[src/verilog/wdt_pkg.sv]
// Package: register map, field layout, reset values and timing of the watchdog/interval timer
package wdt_pkg;

  // ****************************************
  // Register addresses (byte addresses on the peripheral bus)
  // ****************************************
  localparam logic [27:0] ADDR_MODE_CTRL = 28'h5ffffb8;
  localparam logic [27:0] ADDR_COUNT_RD = 28'h5ffffb9;
  localparam logic [27:0] ADDR_RST_CTRL_WR = 28'h5ffffba;
  localparam logic [27:0] ADDR_RST_CTRL_RD = 28'h5ffffbb;

  // ****************************************
  // Write keys
  // ****************************************
  localparam logic [7:0] KEY_COUNT = 8'h5a;
  localparam logic [7:0] KEY_CTRL = 8'ha5;
  localparam logic [7:0] WATCHDOG_OVERFLOW_FLAG_CLEAR_DATA = 8'h00;

  // ****************************************
  // Field positions
  // ****************************************
  localparam int BIT_FLAG = 7;
  localparam int BIT_MODE = 6;
  localparam int BIT_ENABLE = 5;
  localparam int BIT_RST_SEL = 5;

  // ****************************************
  // Reset values
  // ****************************************
  localparam logic [7:0] MODE_CTRL_RESERVED = 8'h18;
  localparam logic [7:0] RST_CTRL_RESET = 8'h1f;
  localparam logic [7:0] COUNT_RESET = 8'h00;

  // ****************************************
  // Timing
  // ****************************************
  localparam int CLK_PERIOD_NS = 4;
  localparam int OVF_OUT_CYCLES = 128;
  localparam int CHIP_RST_CYCLES = 512;
  localparam int PRESCALE_WIDTH = 13;
  localparam logic [9:0] OVF_OUT_COUNT = 10'(OVF_OUT_CYCLES);
  localparam logic [9:0] CHIP_RST_COUNT = 10'(CHIP_RST_CYCLES);

  // ****************************************
  // Carriers
  // ****************************************
  typedef enum logic [1:0] {
    XFER_BYTE,
    XFER_WORD,
    XFER_LONG
  } xfer_size_type;

  typedef struct packed {
    logic valid;
    logic write;
    xfer_size_type size;
    logic [27:0] addr;
    logic [15:0] wdata;
  } bus_req_type;

  typedef struct packed {
    logic overflow_out_n;
    logic chip_reset;
    logic manual_reset;
    logic interval_interrupt;
  } timer_events_type;

endpackage

[src/verilog/wdt_prescaler.sv]
// Prescaler: divider that counts while run_in is high and clears while it is low, with a one-cycle tick on the selected tap
module wdt_prescaler
  import wdt_pkg::*;
(
  // Clock and reset
  input wire logic clk_in,
  input wire logic rst_n_in,
  // Control
  input wire logic run_in,
  input wire logic [2:0] sel_in,
  // Tick
  output logic tick_out
);

  typedef struct packed {
    logic [PRESCALE_WIDTH-1:0] div;
  } pre_state_type;

  pre_state_type st_q;
  pre_state_type st_d;

  function automatic logic [3:0] tap_index(input logic [2:0] sel);
    case (sel)
      3'h0: tap_index = 4'h0;
      3'h1: tap_index = 4'h5;
      3'h2: tap_index = 4'h6;
      3'h3: tap_index = 4'h7;
      3'h4: tap_index = 4'h8;
      3'h5: tap_index = 4'h9;
      3'h6: tap_index = 4'hb;
      default: tap_index = 4'hc;
    endcase
  endfunction

  always_comb begin
    st_d = st_q;
    if (run_in) begin
      st_d.div = st_q.div + 13'h0001;
    end else begin
      st_d.div = '0;
    end
  end

  always_ff @(posedge clk_in or negedge rst_n_in) begin
    if (!rst_n_in) begin
      st_q <= '0;
    end else begin
      st_q <= st_d;
    end
  end

  // Falling edge of the tap: one tick per 2^(n+1) cycles
  assign tick_out = run_in && st_q.div[tap_index(sel_in)] && !st_d.div[tap_index(sel_in)]; // [RQ7]

endmodule

[src/verilog/wdt_pulse_timer.sv]
// Pulse stretcher: holds an output for a fixed number of cycles after a start pulse
module wdt_pulse_timer
  import wdt_pkg::*;
(
  // Clock and reset
  input wire logic clk_in,
  input wire logic rst_n_in,
  // Control
  input wire logic start_in,
  input wire logic [9:0] length_in,
  // Output
  output logic active_out
);

  typedef struct packed {
    logic [9:0] remain;
    logic active;
  } pulse_state_type;

  pulse_state_type st_q;
  pulse_state_type st_d;

  always_comb begin
    st_d = st_q;
    if (start_in) begin
      st_d.remain = length_in - 10'h001;
      st_d.active = 1'b1;
    end else if (st_q.active) begin
      if (st_q.remain == 10'h000) begin
        st_d.active = 1'b0;
      end else begin
        st_d.remain = st_q.remain - 10'h001;
      end
    end
  end

  always_ff @(posedge clk_in or negedge rst_n_in) begin
    if (!rst_n_in) begin
      st_q <= '0;
    end else begin
      st_q <= st_d;
    end
  end

  assign active_out = st_q.active;

endmodule

[src/verilog/wdt_top.sv]
// Watchdog / interval timer: registers, counter, overflow actions
// Summary of operation
// [RQ1] Mode bits clear on reset/standby; clock select survives standby
// [RQ2] Interval flag sets on wrap, interval mode only
// [RQ3] Interval flag cleared by read-one-then-write-zero
// [RQ4] Mode bit routes overflow: interrupt or overflow output
// [RQ5] Disabled timer holds count at zero
// [RQ6] Reserved bits read as one
// [RQ7] Clock select picks one of eight dividers
// [RQ8] Reset control loads 1f; kept over watchdog reset
// [RQ9] Watchdog flag sets on wrap in watchdog mode
// [RQ10] Key a5 with data 00 clears watchdog flag
// [RQ11] No reset enable: clear counter and control only
// [RQ12] Reset select picks power-on or manual reset
// [RQ13] Shared write address, key picks counter or control
// [RQ14] Byte writes to counter/control ignored
// [RQ15] Key 5a writes reset enable and select
// [RQ16] Reset control written by word only
// [RQ17] Byte reads at base, base+1, base+3
// [RQ18] Eight-bit up-counter, wrap is overflow
// [RQ19] Overflow output held 128 cycles
// [RQ20] Internal chip reset held 512 cycles
// [RQ21] Counter write beats simultaneous increment
// [RQ22] Interrupt follows the interval flag
module wdt_top
  import wdt_pkg::*;
(
  // Clock and reset
  input wire logic MCLK_IN,
  input wire logic RESET_N_IN,
  // Standby entry, a level from the power controller on this clock
  input wire logic STANDBY_IN,
  // Peripheral bus
  input wire logic BUS_VALID_IN,
  input wire logic BUS_WRITE_IN,
  input wire logic [1:0] BUS_SIZE_IN,
  input wire logic [27:0] BUS_ADDR_IN,
  input wire logic [15:0] BUS_WDATA_IN,
  output logic [7:0] BUS_RDATA_OUT,
  output logic BUS_HIT_OUT,
  // Overflow actions
  output logic OVERFLOW_OUT_N_OUT,
  output logic CHIP_RESET_OUT,
  output logic MANUAL_RESET_OUT,
  output logic INTERVAL_INTERRUPT_OUT
);

  // ****************************************
  // State
  // ****************************************
  typedef struct packed {
    logic ovf_flag;
    logic mode_wdt;
    logic enable;
    logic [2:0] clk_sel;
    logic [7:0] count;
    logic watchdog_overflow_flag_flag;
    logic rst_enable;
    logic rst_select;
    logic ovf_seen;
    logic watchdog_overflow_flag_seen;
    logic manual_rst;
    logic [7:0] rdata;
  } wdt_state_type;

  wdt_state_type st_q;
  wdt_state_type st_d;

  bus_req_type req;
  logic tick;
  logic wrap;
  logic wdt_ovf;
  logic word_wr;
  logic byte_rd;
  logic count_wr;
  logic ovf_active;
  logic rst_active;

  function automatic logic [7:0] mode_ctrl_read(input wdt_state_type s);
    mode_ctrl_read = MODE_CTRL_RESERVED; // [RQ6]
    mode_ctrl_read[BIT_FLAG] = s.ovf_flag;
    mode_ctrl_read[BIT_MODE] = s.mode_wdt;
    mode_ctrl_read[BIT_ENABLE] = s.enable;
    mode_ctrl_read[2:0] = s.clk_sel;
  endfunction

  function automatic logic [7:0] rst_ctrl_read(input wdt_state_type s);
    rst_ctrl_read = RST_CTRL_RESET; // [RQ6]
    rst_ctrl_read[BIT_FLAG] = s.watchdog_overflow_flag_flag;
    rst_ctrl_read[BIT_MODE] = s.rst_enable;
    rst_ctrl_read[BIT_RST_SEL] = s.rst_select;
  endfunction

  // ****************************************
  // Bus decode
  // ****************************************
  always_comb begin
    req.valid = BUS_VALID_IN;
    req.write = BUS_WRITE_IN;
    req.size = xfer_size_type'(BUS_SIZE_IN);
    req.addr = BUS_ADDR_IN;
    req.wdata = BUS_WDATA_IN;
  end

  // Byte or long writes never qualify
  assign word_wr = req.valid && req.write && (req.size == XFER_WORD); // [RQ14] [RQ16]
  assign byte_rd = req.valid && !req.write && (req.size == XFER_BYTE); // [RQ17]
  assign count_wr = word_wr && (req.addr == ADDR_MODE_CTRL) && (req.wdata[15:8] == KEY_COUNT);

  assign BUS_HIT_OUT = req.valid && ((req.addr == ADDR_MODE_CTRL) || (req.addr == ADDR_COUNT_RD)
    || (req.addr == ADDR_RST_CTRL_WR) || (req.addr == ADDR_RST_CTRL_RD));

  // ****************************************
  // Prescaler and pulse timers
  // ****************************************
  wdt_prescaler u_prescaler (
    .clk_in(MCLK_IN),
    .rst_n_in(RESET_N_IN),
    .run_in(st_q.enable),
    .sel_in(st_q.clk_sel),
    .tick_out(tick)
  );

  // A count write suppresses the increment, so no wrap either
  assign wrap = tick && st_q.enable && (st_q.count == 8'hff) && !count_wr; // [RQ18] [RQ21]
  assign wdt_ovf = wrap && st_q.mode_wdt;

  wdt_pulse_timer u_ovf_pulse (
    .clk_in(MCLK_IN),
    .rst_n_in(RESET_N_IN),
    .start_in(wdt_ovf),
    .length_in(OVF_OUT_COUNT), // [RQ19]
    .active_out(ovf_active)
  );

  wdt_pulse_timer u_rst_pulse (
    .clk_in(MCLK_IN),
    .rst_n_in(RESET_N_IN),
    .start_in(wdt_ovf && st_q.rst_enable), // [RQ20]
    .active_out(rst_active),
    .length_in(CHIP_RST_COUNT)
  );

  // ****************************************
  // Next state
  // ****************************************
  always_comb begin
    st_d = st_q;
    st_d.rdata = st_q.rdata;
    // Counter advance; a key write below overrides it
    if (!st_q.enable) begin
      st_d.count = COUNT_RESET; // [RQ5]
    end else if (tick) begin
      st_d.count = st_q.count + 8'h01; // [RQ18]
    end
    // Reads: capture data and arm the read-before-clear guard
    if (byte_rd) begin
      if (req.addr == ADDR_MODE_CTRL) begin
        st_d.rdata = mode_ctrl_read(st_q);
        if (st_q.ovf_flag) begin
          st_d.ovf_seen = 1'b1; // [RQ3]
        end
      end else if (req.addr == ADDR_COUNT_RD) begin
        st_d.rdata = st_q.count;
      end else if (req.addr == ADDR_RST_CTRL_RD) begin
        st_d.rdata = rst_ctrl_read(st_q);
        if (st_q.watchdog_overflow_flag_flag) begin
          st_d.watchdog_overflow_flag_seen = 1'b1;
        end
      end else begin
        st_d.rdata = 8'h00;
      end
    end
    if (word_wr && req.addr == ADDR_MODE_CTRL) begin
      if (req.wdata[15:8] == KEY_COUNT) begin
        st_d.count = req.wdata[7:0]; // [RQ13] [RQ21]
      end else if (req.wdata[15:8] == KEY_CTRL) begin
        st_d.mode_wdt = req.wdata[BIT_MODE]; // [RQ13]
        st_d.enable = req.wdata[BIT_ENABLE];
        st_d.clk_sel = req.wdata[2:0];
        if (!req.wdata[BIT_ENABLE]) begin
          st_d.count = COUNT_RESET; // [RQ5]
        end
        // Writing one to the flag has no effect
        if (!req.wdata[BIT_FLAG] && st_q.ovf_seen) begin
          st_d.ovf_flag = 1'b0; // [RQ3]
          st_d.ovf_seen = 1'b0;
        end
      end
    end
    if (word_wr && req.addr == ADDR_RST_CTRL_WR) begin
      if (req.wdata[15:8] == KEY_CTRL && req.wdata[7:0] == WATCHDOG_OVERFLOW_FLAG_CLEAR_DATA) begin
        if (st_q.watchdog_overflow_flag_seen) begin
          st_d.watchdog_overflow_flag_flag = 1'b0; // [RQ10]
          st_d.watchdog_overflow_flag_seen = 1'b0;
        end
      end else if (req.wdata[15:8] == KEY_COUNT) begin
        st_d.rst_enable = req.wdata[BIT_MODE]; // [RQ15]
        st_d.rst_select = req.wdata[BIT_RST_SEL];
      end
    end
    // Overflow events; set wins over a same-cycle write clear, a standby below still clears
    if (wrap && !st_q.mode_wdt) begin
      st_d.ovf_flag = 1'b1; // [RQ2] [RQ4]
    end
    if (wdt_ovf) begin
      st_d.watchdog_overflow_flag_flag = 1'b1; // [RQ9]
      st_d.manual_rst = st_q.rst_select; // [RQ12]
      // Timer-local reset of counter and control, reset control kept
      st_d.count = COUNT_RESET; // [RQ11] [RQ8]
      st_d.ovf_flag = 1'b0;
      st_d.mode_wdt = 1'b0;
      st_d.enable = 1'b0;
      st_d.clk_sel = 3'h0;
      st_d.ovf_seen = 1'b0;
    end
    // Standby: upper control bits and reset control reinitialise, clock select kept
    if (STANDBY_IN) begin
      st_d.ovf_flag = 1'b0; // [RQ1]
      st_d.mode_wdt = 1'b0;
      st_d.enable = 1'b0;
      st_d.ovf_seen = 1'b0;
      st_d.watchdog_overflow_flag_flag = RST_CTRL_RESET[BIT_FLAG]; // [RQ8]
      st_d.rst_enable = RST_CTRL_RESET[BIT_MODE];
      st_d.rst_select = RST_CTRL_RESET[BIT_RST_SEL];
      st_d.watchdog_overflow_flag_seen = 1'b0;
    end
  end

  // ****************************************
  // Registers
  // ****************************************
  // The pin reset clears everything; the chip reset issued here does not feed back
  always_ff @(posedge MCLK_IN or negedge RESET_N_IN) begin
    if (!RESET_N_IN) begin
      st_q <= '0; // [RQ1]
      st_q.count <= COUNT_RESET;
      st_q.watchdog_overflow_flag_flag <= RST_CTRL_RESET[BIT_FLAG]; // [RQ8]
      st_q.rst_enable <= RST_CTRL_RESET[BIT_MODE];
      st_q.rst_select <= RST_CTRL_RESET[BIT_RST_SEL];
    end else begin
      st_q <= st_d;
    end
  end

  // ****************************************
  // Outputs
  // ****************************************
  assign BUS_RDATA_OUT = st_q.rdata;
  assign OVERFLOW_OUT_N_OUT = !ovf_active; // [RQ4] [RQ19]
  assign CHIP_RESET_OUT = rst_active; // [RQ11] [RQ20]
  assign MANUAL_RESET_OUT = rst_active && st_q.manual_rst; // [RQ12]
  assign INTERVAL_INTERRUPT_OUT = st_q.ovf_flag; // [RQ22]

endmodule
[config.mk]
export PLATFORM = sky130hd
export DESIGN_NAME = wdt_top
export DESIGN_NICKNAME = d
export VERILOG_FILES = /design/src/verilog/wdt_pkg.sv /design/src/verilog/wdt_prescaler.sv /design/src/verilog/wdt_pulse_timer.sv /design/src/verilog/wdt_top.sv
export SDC_FILE = /design/constraint.sdc
export NUM_CORES = 1
export LEC_CHECK = 0
export ABC_AREA = 0
export BUFFER_PORTS_ARGS = -buffer_cell sky130_fd_sc_hd__buf_2
export CAP_MARGIN = 20
export CORE_ASPECT_RATIO = 0.9
export CORE_MARGIN = 5
export CORE_UTILIZATION = 35
export CTS_CLUSTER_SIZE = 30
export DETAILED_ROUTE_END_ITERATION = 8
export GPL_TIMING_DRIVEN = 1
export PLACE_DENSITY_LB_ADDON = 0.1
export RECOVER_POWER = 50
export REMOVE_ABC_BUFFERS = 1
export SKIP_CTS_REPAIR_TIMING = 1
export SYNTH_ARGS = -nofsm -noshare
export SYNTH_HDL_FRONTEND = slang
export SYNTH_HIERARCHICAL = 1
export SYNTH_SLANG_ARGS = --single-unit
[constraint.sdc]
create_clock -name MCLK_IN -period 3.8 [get_ports MCLK_IN]
set_input_delay 0.38 -clock MCLK_IN [delete_from_list [all_inputs] [get_ports MCLK_IN]]
set_output_delay 0.38 -clock MCLK_IN [all_outputs]
set_load 0.03 [all_outputs]
# Word-level counts from Yosys, hierarchy flattened
# Cells that the tools add are included.
# totals
reg_bits	63
inputBits	51
out_inout_bits	13
wordCells	145
# classes
addsub	4
magnitude_cmp	1
eq_ne	20
mux	49
n_reduce_logical	54
# op_table
operator	count
28-bit by 27-bit equality test with 1-bit output (second input constant)	4
8-bit 2-to-1 mux	7
11-bit 2-to-1 mux	4
14-bit 2-to-1 mux	2
4-bit one-hot mux with 7 select lines	1
1-bit 2-to-1 mux	22
10-bit logical NOT	2
10-bit 2-to-1 mux	2
10-bit by 1-bit subtractor with 10-bit output (second input constant)	2
1-bit logical AND	19
8-bit equality test (second input constant)	2
15-bit 2-to-1 mux	1
3-bit nonzero test	5
13-bit by 1-bit adder with 13-bit output (second input constant)	1
13-bit 2-to-1 mux	1
3-bit AND reduction	4
2-bit nonzero test	6
4-bit nonzero test	3
3-bit equality test (second input constant)	3
8-bit by 1-bit adder with 8-bit output (second input constant)	1
1-bit binary-select mux with 4-bit select	2
8-bit by 7-bit equality test with 1-bit output (second input constant)	1
8-bit logical NOT	1
3-bit by 2-bit equality test with 1-bit output (second input constant)	2
17 further kinds	30

# Logic depth before layout (Yosys ltp)
# depth
ltp_word	15
mapped_depth	15
ltp_nobuf	14

# By module
# Netlist, hierarchy kept.
# by_module_without_submodules
mod	instances	cells_per_inst	area_per_inst_um2	seq_area_each_um2
wdt_top	1	192	1800.5	700.7
wdt_pulse_timer	2	88	797.0	275.3
wdt_prescaler	1	92	855.8	325.3

# Worst setup path after synthesis
# No wires, ideal clock.
# synth_timing
kind	register -> register
from	register u_prescaler/st_q[0] (netlist name)
to	register u_ovf_pulse/st_q[8] (netlist name)
setup_time_ns	0.082
t_arrival_ns	3.758
required_ns	3.718
slack_ns	-0.040
stages_incl_launch_ff	16
n_path_buf	3
period_less_slack_ns	3.840
path_cell_list	dfrtp_1 > ha_1 > nor2b_1 > a221oi_1 > or4b_1 > a31oi_1 > a311oi_1 > nand3_1 > nor2_2 > nand4_2 > nor3b_2 > buf_6 > clkbuf_1 > buf_1 > a21oi_1 > a22oi_2
# synth_via
elab_chain_len	12
elab_cells_between_ends	17
classes_between	add/sub (1); eq/ne (1); mux (6); reduce/logical (9)
# synth_lines
item	line	rtl
start, declared	wdt_prescaler.sv:19	pre_state_type st_q;
start signal, assigned	wdt_prescaler.sv:48	st_q <= st_d;
13-bit by 1-bit adder with 13-bit output	wdt_prescaler.sv:38	st_d.div = st_q.div + 13'h0001;
13-bit 2-to-1 mux	wdt_prescaler.sv:37	if (run_in) begin
1-bit binary-select mux with 4-bit select	wdt_prescaler.sv:53	assign tick_out = run_in && st_q.div[tap_index(sel_in)] && !st_d.div[tap_index(sel_in)];
1-bit 2-to-1 mux (implied by the code)	wdt_prescaler.sv:53	
1-bit logical NOT	wdt_prescaler.sv:53	
1-bit logical AND *	wdt_prescaler.sv:53	
net tick	wdt_top.sv:70	logic tick;
1-bit logical AND * (3 in a row)	wdt_top.sv:125	assign wrap = tick && st_q.enable && (st_q.count == 8'hff) && !count_wr;
1-bit logical AND *	wdt_top.sv:126	assign wdt_ovf = wrap && st_q.mode_wdt;
net wdt_ovf	wdt_top.sv:72	logic wdt_ovf;
2-bit inequality test (no line) / 2-bit nonzero test (equally long branches)	--	
2-bit AND reduction (no line)	--	
end signal, assigned	wdt_pulse_timer.sv:41	st_q <= st_d;
end, declared	wdt_pulse_timer.sv:20	pulse_state_type st_q;
# Mark *: on every way through the listed nets, which the timed path passes. The rest lies on a longest branch. The select of a mux whose other input is x is not followed.
# A chain may end at the register's enable or synchronous reset.

# Final worst setup path
# layout_timing
from	register u_prescaler/st_q[0] (netlist name)
to	register u_rst_pulse/st_q[5] (netlist name)
# layout_via
elab_chain_len	13
elab_cells_between_ends	18
classes_between	add/sub (1); eq/ne (1); mux (6); reduce/logical (10)
# layout_lines
item	line	rtl
13-bit by 1-bit adder with 13-bit output	wdt_prescaler.sv:38	
13-bit 2-to-1 mux	wdt_prescaler.sv:37	
1-bit binary-select mux with 4-bit select	wdt_prescaler.sv:53	
1-bit 2-to-1 mux (implied by the code)	wdt_prescaler.sv:53	
1-bit logical NOT	wdt_prescaler.sv:53	
1-bit logical AND *	wdt_prescaler.sv:53	
net tick	wdt_top.sv:70	
1-bit logical AND * (3 in a row)	wdt_top.sv:125	
1-bit logical AND *	wdt_top.sv:126	
1-bit logical AND *	wdt_top.sv:139	.start_in(wdt_ovf && st_q.rst_enable),
2-bit by 1-bit inequality test with 1-bit output (no line) / 2-bit nonzero test (equally long branches)	--	
2-bit AND reduction (no line)	--	
end signal, assigned	wdt_pulse_timer.sv:41	
end, declared	wdt_pulse_timer.sv:20	
# Marked as above.

==> results.json <==
{
  "nets": 629,
  "clock_latency_ns": 0.34,
  "numCtsBuffers": 9,
  "setup_viol": 0,
  "avgSynthCellArea_sq_um": 9.24,
  "dr_total_vias": 3680,
  "synth.top_cell.area_share": 0.371,
  "antenna_found_initial": 0,
  "clock.fmax_mhz": 292,
  "slowest_stage": "dfrtp_1",
  "coreArea_sq_um": 12000,
  "seq_area_frac_synth": 0.371,
  "ys_types": 72,
  "outcome": "finished with violations",
  "p_leak_nw": 2.32,
  "track_usage": 0.153,
  "rsz0062_at_grt": "false",
  "grt_max_degree": 35,
  "synthTopCellsByArea": "dfrtp_1 37%, xor2_1 3.7%, nand2_1 3.6%",
  "routedWlPerCell_microns": 14.1,
  "io_buffer_count": 63,
  "cts_tree": "done",
  "worstSetupPathType": "reg -> reg",
  "dp_hpwl_mm": 7.84,
  "critPathMaxStageDelay_ns": 0.46,
  "holdWs_ns": 0.279,
  "ir_drop_uv": 199,
  "drt_iter0_drc": 268,
  "die_w_microns": 126,
  "layout-drive-gt1-share": 0.188,
  "syn_to_final_growth_pct": 22.1,
  "io_pins": 64,
  "drv_slew": 35,
  "die_area_sq_um": 14500,
  "arrival_ns": 3.68,
  "netlist_area_sq_um": 4250,
  "grt_pass1_wl_mm": 17.8,
  "viasPerCell": 5.00,
  "grt_pass1_vias": 3642,
  "clock_path_buffers": 2,
  "crit_buf_inv": 1,
  "reg2reg_setup_slack_ns": 0.37,
  "synth_seq_cells": 63,
  "slew_headroom": -0.269,
  "drc": 0,
  "globalplace.congestion": 0.798,
  "row_count": 38,
  "required_ns": 4.05,
  "startpoint_type": "flip-flop",
  "ant_nets": 0,
  "antenna_cells": 0,
  "crit_fanout": 12,
  "grt.overflow.total": 0,
  "synthCells": 460,
  "period_needed_ns": 3.43,
  "worst-slew-pin-transition_ns": 1.90,
  "root_buffer": "clkbuf_16",
  "fin_tns_setup_ns": 0,
  "drv_cap": 1,
  "synth_ff_type": "dfrtp_1",
  "fin_skew_ns": 0.00805,
  "fp.dieH_microns": 115,
  "synth_commonest_cells": "63 x dfrtp_1, 41 x nand2_1, 27 x nor2_1",
  "clkSinkCount": 63,
  "worstSetupEndpointType": "flip-flop",
  "ys_async_sr_fraction": 1.00,
  "clkTransAtPathRegs_ns": 0.06,
  "drt_wl_total_mm": 10.4,
  "power.density_nw_per_um2": 318,
  "hp-class": "in -> reg",
  "start_util": 0.355,
  "dr.pass1.iters": 4,
  "violations": "max-capacitance violations, max-slew violations",
  "yosysTopAreaCell": "dfrtp_1",
  "hold_viol": 0,
  "fin_util": 0.433,
  "critical_path.top_delay_family": "simple AND/OR/NAND/NOR gates",
  "synth_most_common_cell": "dfrtp_1",
  "synth_edf_count": 0,
  "worstPathCellList": "ha_1 -> nor2b_1 -> a221oi_1 -> or4b_1 -> a31oi_1 -> a311oi_2 -> nand3_1 -> nor2_2 -> nand4_2 -> nor3b_4 -> and2_1 -> buf_4 -> a21oi_1 -> a22oi_1",
  "period_share": 0.902,
  "ctsHtreeMaxLevel": 3,
  "ys_warn_count": 6
}
power by group:
part / switching (mW) / internal, mW
Sequential: 0.000000000392 / 0.671
Clock: 0.298 / 0.586
Combinational: 0.0574 / 0.0354
cells in the final DEF, fill, tap and decap left out, drive strengths merged, types with 4 or more instances in the layout:
master   synthesis  layout
dfrtp           63      63
nor3            21      21
o31ai            9       9
a21oi           21      21
buf             18      61
nor2b            9       9
ha               6       6
mux2i           15      15
mux2             6       6
o22ai            5       5
nor2            28      28
nand3           26      26
xnor2           13      13
nand4bb          6       6
nand2           42      42
o211ai           5       5
or3              5       5
nor4            14      14
inv             21      21
a311oi           4       4
nor3b            5       5
clkbuf           8      19
a22oi           10      10
o31a             4       4
nand4           16      16
o21ai            7       7
and2             5       5
xor2            18      18
conb             2      60
sequential cells by signal, indices dropped and copies added, names as in the netlist:
name                    flops
INTERVAL_INTERRUPT_OUT      1
u_rst_pulse/st_q           10
u_prescaler/st_q           13
u_ovf_pulse/st_q           10
st_q                       19
u_ovf_pulse/active_out      1
BUS_RDATA_OUT               8
u_rst_pulse/active_out      1
routing by layer:
metal / up-vias / part of all wire / GRT usage
met3: 14 / 0.050 / 0.0401
li1: 1859 / - / -
met1: 1745 / 0.47 / 0.202
met5: - / 0 / 0
met4: 0 / 0.014 / 0.0529
met2: 62 / 0.47 / 0.243
worst paths after layout:
check	startpoint	to	depth (start not counted)
max in group asynchronous	RESET_N_IN	BUS_RDATA_OUT[0]	2
min in group asynchronous	RESET_N_IN	u_rst_pulse/st_q[8]	1
setup / recovery	u_prescaler/st_q[0]	u_rst_pulse/st_q[5]	14
hold / removal	BUS_WDATA_IN[4]	st_q[18]	3
hold reg to reg	BUS_RDATA_OUT[5]	BUS_RDATA_OUT[5]	2
setup reg to reg	u_prescaler/st_q[0]	u_rst_pulse/st_q[5]	14
worst min-delay path: cells and delay by family:
kind | cells | cell delay [ns]
buffers and inverters | 1 | 0.09
AO/OA/AOI/OAI | 1 | 0.06
AND/OR/NAND/NOR | 1 | 0.05
final cells by class:
class	count	area, sq um
flip-flops and latches	63	1580
clock inverters	4	70.1
inverters	22	82.6
clock buffers	11	243
multi-input cells	407	2670
repair buffers	69	353
fillers	1209	6790
well taps	160	200
through the flow:
step / setup WS (ns) / cells / total power [mW] / area, sq um
after floorplan: -0.814 / 492 / 0.721 / 4320
final: 0.371 / 736 / 1.65 / 5190
after detailed placement: 0.277 / 721 / 0.774 / 4890
after global placement: 0.390 / 721 / 0.772 / 4890
after CTS: 0.283 / 736 / 1.67 / 5200
after global routing: 0.0444 / 736 / 1.72 / 5190
logic make-up (layout without fill, tap and decap cells):
logic type,after synthesis,after routing,share of synthesized area
compound gates,90,90,0.157
xor+xnor,31,31,0.0639
fa+ha+maj,6,6,0.0177
buf+inv,48,106,0.0533
flops,63,63,0.371
mux,21,21,0.0512
other cells,2,60,0.00177
simple gates,199,199,0.284
(Power assumes the default switching activity.)
